[src/verilog/dcl_map.svh]
// constants: offsets, field positions, reset values and timing counts
`ifndef DCL_MAP_SVH
`define DCL_MAP_SVH
// =====================================================================
// mode word selectors and field positions
`define DCL_MW_SRT      3'h2
`define DCL_MW_MPR      3'h3
`define DCL_MW_CAL      3'h4
`define DCL_MW_DBI      3'h5
`define DCL_SRT_HI      7
`define DCL_SRT_LO      6
`define DCL_FMT_HI      12
`define DCL_FMT_LO      11
`define DCL_MPR_EN_BIT  2
`define DCL_PAGE_HI     1
`define DCL_PAGE_LO     0
`define DCL_CAL_HI      8
`define DCL_CAL_LO      6
`define DCL_DBI_BIT     12
// =====================================================================
// field codes
`define DCL_SRT_NORM    2'h0
`define DCL_SRT_RED     2'h1
`define DCL_SRT_EXT     2'h2
`define DCL_SRT_AUTO    2'h3
`define DCL_FMT_SER     2'h0
`define DCL_FMT_PAR     2'h1
`define DCL_FMT_STAG    2'h2
`define DCL_PAGE_RSVD   2'h3
// =====================================================================
// pattern page reset values
`define DCL_PAT0        8'h55
`define DCL_PAT1        8'h33
`define DCL_PAT2        8'h0f
`define DCL_PAT3        8'h00
// =====================================================================
// timing
`define DCL_CAL_MAX     7
`define DCL_READ_LAT    5'h0b
`define DCL_BURST       5'h08
`define DCL_MOD_CYC     6'h18
`define DCL_CLK_NS      40
`define DCL_RFC_NS      260
`define DCL_RFC_CYC     (((`DCL_RFC_NS) + (`DCL_CLK_NS) - 1) / (`DCL_CLK_NS))
`define DCL_HALF_ZEROS  4'h4
// =====================================================================
// controller register offsets
`define DCL_REG_REQ     8'h00
`define DCL_REG_WDATA   8'h04
`define DCL_REG_STAT    8'h08
`define DCL_REG_RDLO    8'h0c
`define DCL_REG_RDHI    8'h10
`define DCL_REG_ODT     8'h14
`define DCL_REQ_ADDR_LO 16
`endif

[src/verilog/dcl_pkg.sv]
// shared types of the command-side mode logic
package dcl_pkg;
	// =================================================================
	// command codes on the command bus
	typedef enum logic [3:0] {
		DCL_DES, DCL_MRS, DCL_REF, DCL_SRE, DCL_SRX, DCL_PDE, DCL_PDX,
		DCL_ACT, DCL_PRE, DCL_RD, DCL_RDA, DCL_WR, DCL_WRA, DCL_RST
	} dcl_cmd_t;
	// controller sequencer states
	typedef enum logic [1:0] {DCL_IDLE, DCL_LEAD, DCL_GAP} dcl_seq_t;
endpackage

[src/verilog/dcl_if.sv]
// command/address and read-data link between controller and dram end
interface dcl_if;
	logic       cs_n;
	logic [3:0] cmd;
	logic [2:0] ba;
	logic [13:0] addr;
	logic [7:0] wdata;
	logic       odt;
	logic [7:0] rdata;
	logic       rvalid;
	logic       dbi_n;
	modport dev (input cs_n, cmd, ba, addr, wdata, odt, output rdata, rvalid, dbi_n);
	modport ctl (output cs_n, cmd, ba, addr, wdata, odt, input rdata, rvalid, dbi_n);
endinterface

[src/verilog/dcl_ctl_end.sv]
// controller end: apb registers, command sequencing and spacing
`include "dcl_map.svh"

module dcl_ctl_end (
	// clock, reset, enable
	input  wire logic        clk,
	input  wire logic        rst,
	input  wire logic        ce,
	// apb slave
	input  wire logic [7:0]  paddr,
	input  wire logic        psel,
	input  wire logic        penable,
	input  wire logic        pwrite,
	input  wire logic [31:0] pwdata,
	output logic [31:0]      prdata,
	output logic             pready,
	output logic             pslverr,
	// link to the dram end
	dcl_if.ctl               bus
);
	// =================================================================
	// state
	dcl_pkg::dcl_seq_t  st_reg;
	dcl_pkg::dcl_cmd_t  req_cmd;
	logic [5:0]  cnt_reg;
	logic [2:0]  cal_sh_reg;
	logic        mpr_sh_reg, sr_sh_reg, dbi_sh_reg;
	logic        rej_reg;
	logic [7:0]  wdata_reg;
	logic [63:0] rbuf_reg;
	logic [31:0] last_req_reg;
	logic        wr_go, req_go, bad, rej_clr;
	logic [2:0]  new_cal;
	logic [31:0] go_req;

	assign wr_go   = psel && penable && pready && pwrite;
	assign req_go  = wr_go && paddr == `DCL_REG_REQ;
	assign rej_clr = wr_go && paddr == `DCL_REG_STAT && pwdata[1];
	assign req_cmd = dcl_pkg::dcl_cmd_t'(pwdata[3:0]);
	// order whose command goes out now: fresh when idle, stored while leading
	assign go_req  = (st_reg == dcl_pkg::DCL_IDLE) ? pwdata : last_req_reg;
	assign new_cal = pwdata[`DCL_REQ_ADDR_LO + `DCL_CAL_HI:`DCL_REQ_ADDR_LO + `DCL_CAL_LO];

	// =================================================================
	// request screening
	always_comb begin
		bad = st_reg != dcl_pkg::DCL_IDLE;
		// store mode admits a short list only
		if (mpr_sh_reg && !(req_cmd inside {dcl_pkg::DCL_MRS, dcl_pkg::DCL_RD,
				dcl_pkg::DCL_RDA, dcl_pkg::DCL_WR, dcl_pkg::DCL_WRA,
				dcl_pkg::DCL_DES, dcl_pkg::DCL_REF, dcl_pkg::DCL_RST}))
			bad = 1'b1;
		if (req_cmd == dcl_pkg::DCL_MRS && pwdata[6:4] == `DCL_MW_SRT && sr_sh_reg)
			bad = 1'b1;
		if (req_cmd == dcl_pkg::DCL_MRS && pwdata[6:4] == `DCL_MW_MPR && dbi_sh_reg
				&& pwdata[`DCL_REQ_ADDR_LO + `DCL_MPR_EN_BIT])
			bad = 1'b1;
	end

	// =================================================================
	// apb slave: one wait state, then answer for one cycle
	always_ff @(posedge clk or posedge rst) begin
		if (rst) begin
			pready  <= 1'b0;
			pslverr <= 1'b0;
			prdata  <= 32'h0;
		end else if (ce) begin
			pready  <= psel && penable && !pready;
			pslverr <= 1'b0;
			if (psel && penable && !pready) begin
				pslverr <= paddr > `DCL_REG_ODT || paddr[1:0] != 2'h0;
				unique case (paddr)
					`DCL_REG_REQ:   prdata <= last_req_reg;
					`DCL_REG_WDATA: prdata <= {24'h0, wdata_reg};
					`DCL_REG_STAT:  prdata <= {25'h0, sr_sh_reg, mpr_sh_reg,
						cal_sh_reg, rej_reg, st_reg != dcl_pkg::DCL_IDLE};
					`DCL_REG_RDLO:  prdata <= rbuf_reg[31:0];
					`DCL_REG_RDHI:  prdata <= rbuf_reg[63:32];
					`DCL_REG_ODT:   prdata <= {31'h0, bus.odt};
					default:        prdata <= 32'h0;
				endcase
			end
		end
	end

	// plain registers; a refusal in the clearing cycle still sticks
	always_ff @(posedge clk or posedge rst) begin
		if (rst) begin
			wdata_reg    <= 8'h00;
			bus.odt      <= 1'b0;
			rej_reg      <= 1'b0;
			last_req_reg <= 32'h0;
		end else if (ce) begin
			if (wr_go && paddr == `DCL_REG_WDATA)
				wdata_reg <= pwdata[7:0];
			if (wr_go && paddr == `DCL_REG_ODT)
				bus.odt <= pwdata[0];
			if (req_go)
				last_req_reg <= pwdata;
			if (req_go && bad)
				rej_reg <= 1'b1;
			else if (rej_clr)
				rej_reg <= 1'b0;
		end
	end

	// =================================================================
	// sequencer: select lead, command, then enforced gap
	always_ff @(posedge clk or posedge rst) begin
		if (rst) begin
			st_reg    <= dcl_pkg::DCL_IDLE;
			cnt_reg   <= 6'h0;
			bus.cs_n  <= 1'b1;
			bus.cmd   <= dcl_pkg::DCL_DES;
			bus.ba    <= 3'h0;
			bus.addr  <= 14'h0;
			bus.wdata <= 8'h00;
		end else if (ce) begin
			bus.cs_n <= 1'b1;
			bus.cmd  <= dcl_pkg::DCL_DES;
			unique case (st_reg)
				dcl_pkg::DCL_IDLE: if (req_go && !bad) begin
					bus.cs_n  <= 1'b0;
					bus.ba    <= pwdata[6:4];
					bus.addr  <= pwdata[`DCL_REQ_ADDR_LO + 13:`DCL_REQ_ADDR_LO];
					bus.wdata <= wdata_reg;
					if (cal_sh_reg == 3'h0) begin
						bus.cmd <= req_cmd;
						st_reg  <= dcl_pkg::DCL_GAP;
					end else begin
						cnt_reg <= {3'h0, cal_sh_reg};
						st_reg  <= dcl_pkg::DCL_LEAD;
					end
				end
				dcl_pkg::DCL_LEAD: begin
					cnt_reg <= cnt_reg - 6'h1;
					if (cnt_reg == 6'h1) begin
						bus.cmd <= dcl_pkg::dcl_cmd_t'(last_req_reg[3:0]);
						st_reg  <= dcl_pkg::DCL_GAP;
					end
				end
				dcl_pkg::DCL_GAP: begin
					if (cnt_reg <= 6'h1)
						st_reg <= dcl_pkg::DCL_IDLE;
					cnt_reg <= cnt_reg - 6'h1;
				end
			endcase
			// gap length fixed at the cycle the command goes out
			if ((st_reg == dcl_pkg::DCL_IDLE && req_go && !bad && cal_sh_reg == 3'h0)
					|| (st_reg == dcl_pkg::DCL_LEAD && cnt_reg == 6'h1)) begin
				unique case (dcl_pkg::dcl_cmd_t'(go_req[3:0]))
					dcl_pkg::DCL_MRS: cnt_reg <= `DCL_MOD_CYC + {3'h0, mpr_cal_pick()};
					dcl_pkg::DCL_REF: cnt_reg <= 6'(`DCL_RFC_CYC);
					dcl_pkg::DCL_RD, dcl_pkg::DCL_RDA: cnt_reg <= 6'(`DCL_READ_LAT + `DCL_BURST);
					default: cnt_reg <= 6'h1;
				endcase
			end
		end
	end

	// latency that governs a mode-set gap: the new value if it changes
	function automatic logic [2:0] mpr_cal_pick();
		logic [31:0] r;
		r = go_req;
		if (r[6:4] == `DCL_MW_CAL)
			return r[`DCL_REQ_ADDR_LO + `DCL_CAL_HI:`DCL_REQ_ADDR_LO + `DCL_CAL_LO];
		return cal_sh_reg;
	endfunction

	// =================================================================
	// shadows of what the dram end was told
	always_ff @(posedge clk or posedge rst) begin
		if (rst) begin
			{cal_sh_reg, mpr_sh_reg, sr_sh_reg, dbi_sh_reg} <= 6'h0;
		end else if (ce && req_go && !bad) begin
			if (req_cmd == dcl_pkg::DCL_SRE)
				sr_sh_reg <= 1'b1;
			if (req_cmd == dcl_pkg::DCL_SRX)
				sr_sh_reg <= 1'b0;
			if (req_cmd == dcl_pkg::DCL_MRS) begin
				unique case (pwdata[6:4])
					`DCL_MW_CAL: cal_sh_reg <= new_cal;
					`DCL_MW_MPR: mpr_sh_reg <= pwdata[`DCL_REQ_ADDR_LO + `DCL_MPR_EN_BIT];
					`DCL_MW_DBI: dbi_sh_reg <= pwdata[`DCL_REQ_ADDR_LO + `DCL_DBI_BIT];
					default: ;
				endcase
			end
		end
	end

	// read beats, inversion undone, beat 0 ends in the low byte
	always_ff @(posedge clk or posedge rst) begin
		if (rst) begin
			rbuf_reg <= 64'h0;
		end else if (ce && bus.rvalid) begin
			rbuf_reg <= {bus.dbi_n ? bus.rdata : ~bus.rdata, rbuf_reg[63:8]};
		end
	end
endmodule

[src/flat_wrapper.sv]
// flat-port wrapper written by rule: the top's interface ports become plain ports
module dcl_ctl_end_flat 
  (clk, rst, ce, paddr, psel, penable, pwrite, pwdata, prdata, pready, pslverr, bus_cs_n, bus_cmd, bus_ba, bus_addr, bus_wdata, bus_odt, bus_rdata, bus_rvalid, bus_dbi_n);
  dcl_if bus_i ();
  input  wire logic clk;
  input  wire logic rst;
  input  wire logic ce;
  input  wire logic [7:0] paddr;
  input  wire logic psel;
  input  wire logic penable;
  input  wire logic pwrite;
  input  wire logic [31:0] pwdata;
  output logic [31:0] prdata;
  output logic pready;
  output logic pslverr;
  output wire logic [$bits(bus_i.cs_n)-1:0] bus_cs_n;
  output wire logic [$bits(bus_i.cmd)-1:0] bus_cmd;
  output wire logic [$bits(bus_i.ba)-1:0] bus_ba;
  output wire logic [$bits(bus_i.addr)-1:0] bus_addr;
  output wire logic [$bits(bus_i.wdata)-1:0] bus_wdata;
  output wire logic [$bits(bus_i.odt)-1:0] bus_odt;
  input wire logic [$bits(bus_i.rdata)-1:0] bus_rdata;
  input wire logic [$bits(bus_i.rvalid)-1:0] bus_rvalid;
  input wire logic [$bits(bus_i.dbi_n)-1:0] bus_dbi_n;
  assign bus_cs_n = bus_i.cs_n;
  assign bus_cmd = bus_i.cmd;
  assign bus_ba = bus_i.ba;
  assign bus_addr = bus_i.addr;
  assign bus_wdata = bus_i.wdata;
  assign bus_odt = bus_i.odt;
  assign bus_i.rdata = bus_rdata;
  assign bus_i.rvalid = bus_rvalid;
  assign bus_i.dbi_n = bus_dbi_n;
  dcl_ctl_end u_core (.clk(clk), .rst(rst), .ce(ce), .paddr(paddr), .psel(psel), .penable(penable), .pwrite(pwrite), .pwdata(pwdata), .prdata(prdata), .pready(pready), .pslverr(pslverr), .bus(bus_i));
endmodule
[config.mk]
export PLATFORM = sky130hd
export DESIGN_NAME = dcl_ctl_end_flat
export DESIGN_NICKNAME = d
export VERILOG_FILES = /design/src/verilog/dcl_pkg.sv /design/src/verilog/dcl_if.sv /design/src/verilog/dcl_ctl_end.sv /design/src/flat_wrapper.sv
export VERILOG_INCLUDE_DIRS = /design/src /design/src/verilog
export SDC_FILE = /design/constraint.sdc
export NUM_CORES = 1
export LEC_CHECK = 0
export BUFFER_PORTS_ARGS = -buffer_cell sky130_fd_sc_hd__buf_2
export CORE_MARGIN = 2
export CORE_UTILIZATION = 53
export DETAILED_ROUTE_END_ITERATION = 12
export PLACE_DENSITY = 0.82
export SLEW_MARGIN = 20
export SYNTH_ARGS = -nofsm -noshare
export SYNTH_HDL_FRONTEND = slang
export SYNTH_SLANG_ARGS = --single-unit
export TNS_END_PERCENT = 5
[constraint.sdc]
create_clock -name clk -period 6.01 [get_ports clk]
set_input_delay 0.601 -clock clk [delete_from_list [all_inputs] [get_ports clk]]
set_output_delay 0.601 -clock clk [all_outputs]
set_load 0.005 [all_outputs]
# --- Word level (Yosys, flattened, before mapping) ---
# Cells that the tools add are included.
totals:
  ff_bits: 184
  input_bits: 56
  out_inout_bits: 65
  word_cells: 143
classes:
  add_sub_neg: 2
  n_lt_le_gt_ge: 2
  eq_ne: 31
  mux: 36
  bitwise_logic: 1
  reduce_logical: 52
op_table:
  columns: ["operator", "count"]
  rows:
  - ["$pmux 32 s6", 1]
  - ["$eq 4x4->1 const B", 7]
  - ["$mux 25", 1]
  - ["$logic_and 1x1->1", 24]
  - ["$mux 6", 3]
  - ["$pmux 6 s3", 1]
  - ["$eq 8x4->1 const B", 2]
  - ["$eq 8x5->1 const B", 2]
  - ["$mux 3", 5]
  - ["$reduce_and 3->1", 5]
  - ["$mux 1", 14]
  - ["$eq 4x2->1 const B", 3]
  - ["$mux 4", 3]
  - ["$pmux 6 s2", 1]
  - ["$reduce_and 2->1", 6]
  - ["$eq 3x3->1 const B", 3]
  - ["$eq 4x1->1 const B", 2]
  - ["$eq 8x3->1 const B", 1]
  - ["$gt 8x5->1 const B", 1]
  - ["$logic_not 8->1", 1]
  - ["$mux 2", 4]
  - ["$mux 8", 1]
  - ["$not 8->8", 1]
  - ["$pmux 4 s2", 1]
  - ["21 further kinds", 31]

# --- Longest topological paths before layout ---
# Gate-level depths: netlist (run 1).
logic_depth:
  word_depth: 20
  mapped_depth: 10
  mapped_depth_nobuf: 8

# --- Worst setup path after synthesis (run 1) ---
# OpenSTA, ideal clock, no wires.
synth_path:
  kind: "input to register"
  startpoint: "in paddr[3]"
  endpoint: "reg u_core.cal_sh_reg[0]"
  setup_ps: 125
  arrival_time_ps: 2402
  required_time_ps: 5885
  setup_slack_ps: 3483
  path_stages: 8
  n_path_buf: 2
  cell_sequence: "buf_2 nor4_4 and2_1 buf_4 nor4b_2 nand2_2 nor4_4 mux2_2"
synth_via:
  elab_chain_cells: 5
synth_rtl:
  columns: ["element", "line", "source"]
  rows:
  - ["from (decl)", "flat_wrapper.sv:8", "input wire logic [7:0] paddr;"]
  - ["$logic_not 8->1 (no source line)", null, null]
  - ["$logic_and 1x1->1 (no source line)", null, null]
  - ["$logic_and 1x1->1 (2 in series)", "dcl_ctl_end.sv:175", "end else if (ce && req_go && !bad) begin"]
  - ["$reduce_and 3->1 (no source line)", null, null]
  - ["to (signal assigned)", "dcl_ctl_end.sv:182", "`DCL_MW_CAL: cal_sh_reg <= new_cal;"]
  - ["to (decl)", "dcl_ctl_end.sv:26", "logic [2:0] cal_sh_reg;"]
# Every way passes these cells.
# A chain may end at the register's enable or synchronous reset.

# --- Final worst setup path (run 1) ---
layout_path:
  startpoint: "in paddr[7]"
  endpoint: "reg u_core.sr_sh_reg"
layout_via:
  elab_chain_cells: 5
layout_rtl:
  columns: ["element", "line", "source"]
  rows:
  - ["$logic_not 8->1 (no source line)", null, null]
  - ["$logic_and 1x1->1 (no source line)", null, null]
  - ["$logic_and 1x1->1 (2 in series)", "dcl_ctl_end.sv:175", null]
  - ["$reduce_and 2->1 (no source line)", null, null]
  - ["to (signal assigned)", "dcl_ctl_end.sv:174", "{cal_sh_reg, mpr_sh_reg, sr_sh_reg, dbi_sh_reg} <= 6'h0;"]
  - ["to (signal assigned)", "dcl_ctl_end.sv:177", "sr_sh_reg <= 1'b1;"]
  - ["to (signal assigned)", "dcl_ctl_end.sv:179", "sr_sh_reg <= 1'b0;"]
  - ["to (decl)", "dcl_ctl_end.sv:27", "logic mpr_sh_reg, sr_sh_reg, dbi_sh_reg;"]
# Every way passes these cells.

==> flow_summary.json, run 1 <==
{
  "worst-slew-pin-transition_ns": 0.920,
  "post_drt_via_cell_ratio": 5.88,
  "vias": 6171,
  "final_period_minus_worst_setup_slack_ns": 2.89,
  "cts_repair_resize_count": 0,
  "top_level_ports": 121,
  "clk_latency_ns": 0.44,
  "grt_use_total_pct": 26.0,
  "timing.setup.critical_path_class": "input pin to flop",
  "max_clock_freq_mhz": 346,
  "synth_cell_type_count": 61,
  "detail_route.iter0.violations": 524,
  "ys_warn_count": 0,
  "timing.critical_path.from_type": "input pin",
  "crit_path_max_fanout": 37,
  "clk_transition_reported_paths_ns": 0.06,
  "ant_nets": 0,
  "outcome": "completed",
  "final_design_area_no_fill_sq_mm": 0.00961,
  "initial_core_util_pct": 54.3,
  "number_of_global_route_vias_before_repair": 6152,
  "seq_area_frac_synth_pct": 55.6,
  "post-route-drc-count": 0,
  "power_density_mw_per_mm2": 340,
  "post_detailed_route_wirelength_per_cell_um": 19.9,
  "place_congestion": 0.888,
  "cts_buffers": 17,
  "post-cts-setup-buffer-count": 0,
  "area_of_placed_instances_sq_mm": 0.00902,
  "power.total_mw": 3.27,
  "layout_worst_path_cycle_share_pct": 48.1,
  "timing.final.hold_violations": 0,
  "grt_pass1_wl_um": 32700,
  "finish_stage_setup_viols": 0,
  "grt_overflow": 0,
  "fin_setup_tns_ns": 0,
  "post_route_cells_drive_above_1_share_pct": 33.8,
  "worst_ep_arrival_time_ns": 3.21,
  "numPortBuffers": 120,
  "timing.final.max_slew_violations": 0,
  "worst-r2r-cell-count": 7,
  "multi_input_comb_area_sq_mm": 0.00343,
  "syn_nets": 786,
  "number_of_enable_flip_flop_cells_after_synthesis": 0,
  "seq_area_sq_mm": 0.00461,
  "clock_skew_ns": 0.00992,
  "tritoncts": "yes",
  "floorplan.die.height_um": 129,
  "r2r_setup_slack_ns": 3.18,
  "postSynth.topFlopCell": "sky130_fd_sc_hd__dfrtp_1",
  "timing.max_slew.rel_slack_pct": 38.5,
  "fin_ws_ns": 3.12,
  "mean_post_synth_cell_area_sq_um": 11.4,
  "dp_hpwl_um": 14300,
  "synth_area_sq_mm": 0.00829,
  "core_area_sq_mm": 0.0153,
  "detail_route.first_pass.iterations": 5,
  "worst_setup_path_startpoint": "paddr[7]",
  "leakage_nw": 4.63,
  "flops_latches_synth": 184,
  "post-route-util_pct": 63.0,
  "synthToLayoutAreaGrowth_pct": 16.0,
  "reg2reg_to": "u_core.cal_sh_reg[0]",
  "preCtsSetupSlack_ns": 2.71,
  "synth_cells": 725,
  "vdd_drop_max_mv": 0.228,
  "num-nets-final": 887,
  "largest_register_ffs": 64,
  "asyncSetResetFlopFracSynth_pct": 100,
  "cts_buffer_depth": 2,
  "die_w_um": 129,
  "post_route_wl_um": 20900,
  "hold_path_class": "input pin to async pin",
  "cts.sink_count": 184,
  "worst_setup_path_end_kind": "flop",
  "regToRegStartpoint": "u_core.st_reg[1]",
  "core.rowCount": 45,
  "placedCellCount": 1018,
  "holdWs_ns": 0.257,
  "maximum_number_of_pins_on_one_net_before_global_route_repair": 120,
  "grt_antenna_before_repair": 0,
  "cts_root_buffer": "sky130_fd_sc_hd__clkbuf_16",
  "rsz0062_at_grt": "no",
  "n_antenna_cell": 0,
  "post_cts_hold_buffer_count": 0,
  "cts-htree-levels": 4,
  "design.die.area_sq_mm": 0.0167,
  "final_layout_fill_cell_count": 1167,
  "max_cap_viol_count": 0,
  "worst_ep_required_time_ns": 6.33,
  "finish.cell_count_without_fillers": 1049
}
[report_power, final]
group | internal (mW) | switching (mW) | leakage [nW]
clock network | 0.665 | 0.464 | 0.296
logic | 0.254 | 0.247 | 1.90
registers | 1.45 | 0.187 | 2.43
total | 2.37 | 0.899 | 4.63
[layout make-up]
class	count	area share [%]
sequential	184	47.9
timing repair buffer	127	6.79
tap	211	2.75
inverter	16	0.703
clock buffer	24	5.22
clock inverter	7	0.924
multi-input combinational	480	35.7
[Yosys cell counts (9+ instances only)]
library cell,instances,area [sq um]
sky130_fd_sc_hd__a222oi_1,11,110
sky130_fd_sc_hd__dfrtp_1,183,4580
sky130_fd_sc_hd__o21ai_0,42,210
sky130_fd_sc_hd__inv_1,16,60.1
sky130_fd_sc_hd__nand2_1,131,492
sky130_fd_sc_hd__a31oi_1,20,125
sky130_fd_sc_hd__mux2_2,104,1170
sky130_fd_sc_hd__a22oi_1,20,150
sky130_fd_sc_hd__nor2_1,33,124
sky130_fd_sc_hd__buf_2,12,60.1
sky130_fd_sc_hd__clkbuf_1,27,101
sky130_fd_sc_hd__nor3_1,9,45.0
[worst max-delay path by stage]
stage / endpoint / slack [ns]
final: u_core.sr_sh_reg / 3.12
after global routing: u_core.sr_sh_reg / 2.89
after CTS: u_core.sr_sh_reg / 3.15
after detailed placement: u_core.sr_sh_reg / 2.71
after global placement: u_core.sr_sh_reg / 2.76
after floorplan: u_core.bus.addr[0] / 0.41
[placed cells by master (no fill, tap or decap), types with 7 or more instances in the layout]
cell,count
sky130_fd_sc_hd__a22o_1,7
sky130_fd_sc_hd__a22oi_1,20
sky130_fd_sc_hd__inv_1,15
sky130_fd_sc_hd__clkbuf_16,17
sky130_fd_sc_hd__a31oi_1,20
sky130_fd_sc_hd__a221oi_1,7
sky130_fd_sc_hd__nor2_1,32
sky130_fd_sc_hd__mux2_2,104
sky130_fd_sc_hd__xor2_1,8
sky130_fd_sc_hd__nor3_1,9
sky130_fd_sc_hd__buf_4,7
sky130_fd_sc_hd__dfrtp_1,183
sky130_fd_sc_hd__a222oi_1,11
sky130_fd_sc_hd__nand3_1,7
sky130_fd_sc_hd__o21ai_0,42
sky130_fd_sc_hd__buf_2,120
sky130_fd_sc_hd__nand2_1,130
[worst max-delay path, stage by stage]
cell,delay [ns]
sky130_fd_sc_hd__buf_2,0.11
sky130_fd_sc_hd__nor4_4,0.42
sky130_fd_sc_hd__nand4_4,0.67
sky130_fd_sc_hd__a2111oi_4,0.67
sky130_fd_sc_hd__buf_4,0.39
sky130_fd_sc_hd__nand3_1,0.11
sky130_fd_sc_hd__a21oi_1,0.16
sky130_fd_sc_hd__nor2_1,0.05
[kinds of logic after synthesis]
logic type | Yosys count | share of synthesized area (%)
adders and majority gates | 5 | 0.755
DFF | 184 | 55.6
buffers and inverters | 61 | 3.17
AOI/OAI and AO/OA | 137 | 12.0
xor gates and xnor gates | 9 | 0.951
and+or+nand+nor | 222 | 13.0
muxes | 107 | 14.5
[per-layer routing]
layer	up-vias	global-route usage, %	part of all wire (%)
met5	-	0	0
met4	0	15.5	5.1
li1	2799	-	-
met3	68	5.53	6.0
met1	3059	33.8	41
met2	245	40.5	48
Power figures use the tool's default switching activity.
==> run 2, diff against run 1 <==
==> constraint.sdc (replaced) <==
create_clock -name clk -period 2.8 [get_ports clk]
set_input_delay 0.28 -clock clk [delete_from_list [all_inputs] [get_ports clk]]
set_output_delay 0.28 -clock clk [all_outputs]
set_load 0.005 [all_outputs]
==> flow_summary.json, run 2 (synthesis results as in run 1) <==
{
  "finish.cell_count_without_fillers": 1062,
  "rsz0062_at_grt": "no",
  "grt_use_total_pct": 26.1,
  "clock_skew_ns": 0.00954,
  "final_layout_fill_cell_count": 1227,
  "intPower_mw": 4.95,
  "cts_buffer_depth": 2,
  "finish_stage_setup_viols": 0,
  "p_comb_share_pct": 16.1,
  "numPortBuffers": 120,
  "post-cts-setup-buffer-count": 0,
  "design.die.area_sq_mm": 0.0167,
  "worst-slew-pin-transition_ns": 0.960,
  "timing.setup.critical_path_class": "flop to flop",
  "final_period_minus_worst_setup_slack_ns": 2.44,
  "grt_antenna_before_repair": 0,
  "post-route-util_pct": 63.9,
  "synthToLayoutAreaGrowth_pct": 17.6,
  "leakage_nw": 4.68,
  "detail_route.first_pass.iterations": 6,
  "cts_repair_resize_count": 0,
  "post_route_wl_um": 20900,
  "outcome": "completed",
  "initial_core_util_pct": 54.3,
  "clk_transition_reported_paths_ns": 0.07,
  "ant_nets": 0,
  "maximum_number_of_pins_on_one_net_before_global_route_repair": 45,
  "place_congestion": 0.926,
  "worst_setup_path_end_kind": "flop",
  "post_route_cells_drive_above_1_share_pct": 34.7,
  "post_detailed_route_wirelength_per_cell_um": 19.7,
  "timing.final.hold_violations": 0,
  "worst_setup_path_startpoint": "u_core.cal_sh_reg[2]",
  "worst_ep_arrival_time_ns": 2.74,
  "largest_register_ffs": 64,
  "post_cts_hold_buffer_count": 0,
  "core.rowCount": 45,
  "num-nets-final": 899,
  "cts.sink_count": 184,
  "core_area_sq_mm": 0.0153,
  "max_cap_viol_count": 0,
  "fin_setup_tns_ns": 0,
  "number_of_global_route_vias_before_repair": 6120,
  "die_w_um": 129,
  "floorplan.die.height_um": 129,
  "worst_ep_required_time_ns": 3.11,
  "grt_pass1_wl_um": 32900,
  "timing.final.max_slew_violations": 0,
  "n_antenna_cell": 0,
  "crit_path_max_fanout": 10,
  "cts_buffers": 17,
  "power.net_switching_mw": 1.95,
  "vias": 6201,
  "layout_commonest_cell": "sky130_fd_sc_hd__dfrtp_1",
  "placedCellCount": 1030,
  "hold_path_class": "input pin to async pin",
  "vdd_drop_max_mv": 0.490,
  "timing.max_slew.rel_slack_pct": 35.9,
  "cts_root_buffer": "sky130_fd_sc_hd__clkbuf_16",
  "clockPowerShare_pct": 33.2,
  "detail_route.iter0.violations": 491,
  "regToRegStartpoint": "u_core.cal_sh_reg[2]",
  "post-route-drc-count": 0,
  "clk_latency_ns": 0.43,
  "cts-htree-levels": 4,
  "timing.critical_path.from_type": "flop",
  "layout_common_cells": "sky130_fd_sc_hd__dfrtp_1 (183), sky130_fd_sc_hd__nand2_1 (130), sky130_fd_sc_hd__buf_2 (120)",
  "tritoncts": "yes",
  "post_drt_via_cell_ratio": 5.84,
  "holdWs_ns": 0.0651,
  "power_density_mw_per_mm2": 709,
  "top_level_ports": 121,
  "grt_overflow": 0,
  "layout_worst_path_cycle_share_pct": 87.0,
  "swShare_pct": 28.3,
  "max_clock_freq_mhz": 411,
  "dp_hpwl_um": 14800,
  "power_frac_seq_pct": 50.7
}
-- run 2: changes by cell type in the layout (fill, tap and decap cells not counted) --
cell / previous run / this run
sky130_fd_sc_hd__clkinv_4: 0 / 4
sky130_fd_sc_hd__clkinv_2: 4 / 3
sky130_fd_sc_hd__clkbuf_8: 5 / 2
sky130_fd_sc_hd__buf_4: 7 / 13
sky130_fd_sc_hd__bufinv_16: 2 / 1
sky130_fd_sc_hd__buf_12: 0 / 6
sky130_fd_sc_hd__clkbuf_1: 2 / 3
sky130_fd_sc_hd__clkinvlp_4: 0 / 2
sky130_fd_sc_hd__inv_8: 1 / 0
-- run 2: cell type report --
cell class                 count  area (sq um)  share of cell area, %
multi-input combinational    480          3430                   35.2
clock buffer                  22           464                   4.76
inverter                      16          63.8                  0.655
timing repair buffer         139           818                   8.40
tap                          211           264                   2.71
clock inverter                10          96.3                  0.989
sequential                   184          4610                   47.3
-- run 2: final timing paths --
kind	end	slack [ns]	cells past startpoint
setup reg to reg	u_core.cnt_reg[4]	0.36	6
setup / recovery	u_core.cnt_reg[4]	0.36	6
min in group clk	u_core.bus.addr[3]	0.07	3
hold reg to reg	u_core.bus.addr[7]	0.46	2
max in group asynchronous	u_core.bus.cs_n	2.01	3
hold / removal	u_core.bus.odt	0.07	2
-- run 2: critical path, cell delays in order, from the launching register on --
cell	delay (ns)
sky130_fd_sc_hd__dfrtp_1	0.44
sky130_fd_sc_hd__nor3_1	0.48
sky130_fd_sc_hd__nand4_1	0.22
sky130_fd_sc_hd__a2111oi_4	0.52
sky130_fd_sc_hd__nor2_4	0.13
sky130_fd_sc_hd__and2_1	0.22
sky130_fd_sc_hd__a221o_1	0.30
-- run 2: metrics by stage --
step	setup slack, ns	instance area (sq um)	power (mW)
after CTS	0.388	9750	6.91
after global placement	0.452	9190	4.57
after global routing	0.279	9750	7.23
final	0.365	9750	6.90
after floorplan	0.156	8290	4.20
after detailed placement	0.384	9190	4.63
-- run 2: power by group through the flow --
| stage | sequential (mW) | combinational, mW | clock (mW) |
|---|---|---|---|
| floorplan | 3.39 | 0.817 | 0 |
| global placement | 3.51 | 1.06 | 0 |
| detailed placement | 3.53 | 1.10 | 0 |
| CTS | 3.49 | 1.11 | 2.31 |
| global route | 3.56 | 1.23 | 2.44 |
| finish | 3.50 | 1.11 | 2.29 |
-- run 2: layer usage --
metal,vias up,global-route usage (%),share of wire [%]
met5,-,0,0
met4,0,12.9,3.6
met3,47,6.36,6.5
met2,269,40.6,48
met1,3064,34.6,42
li1,2821,-,-
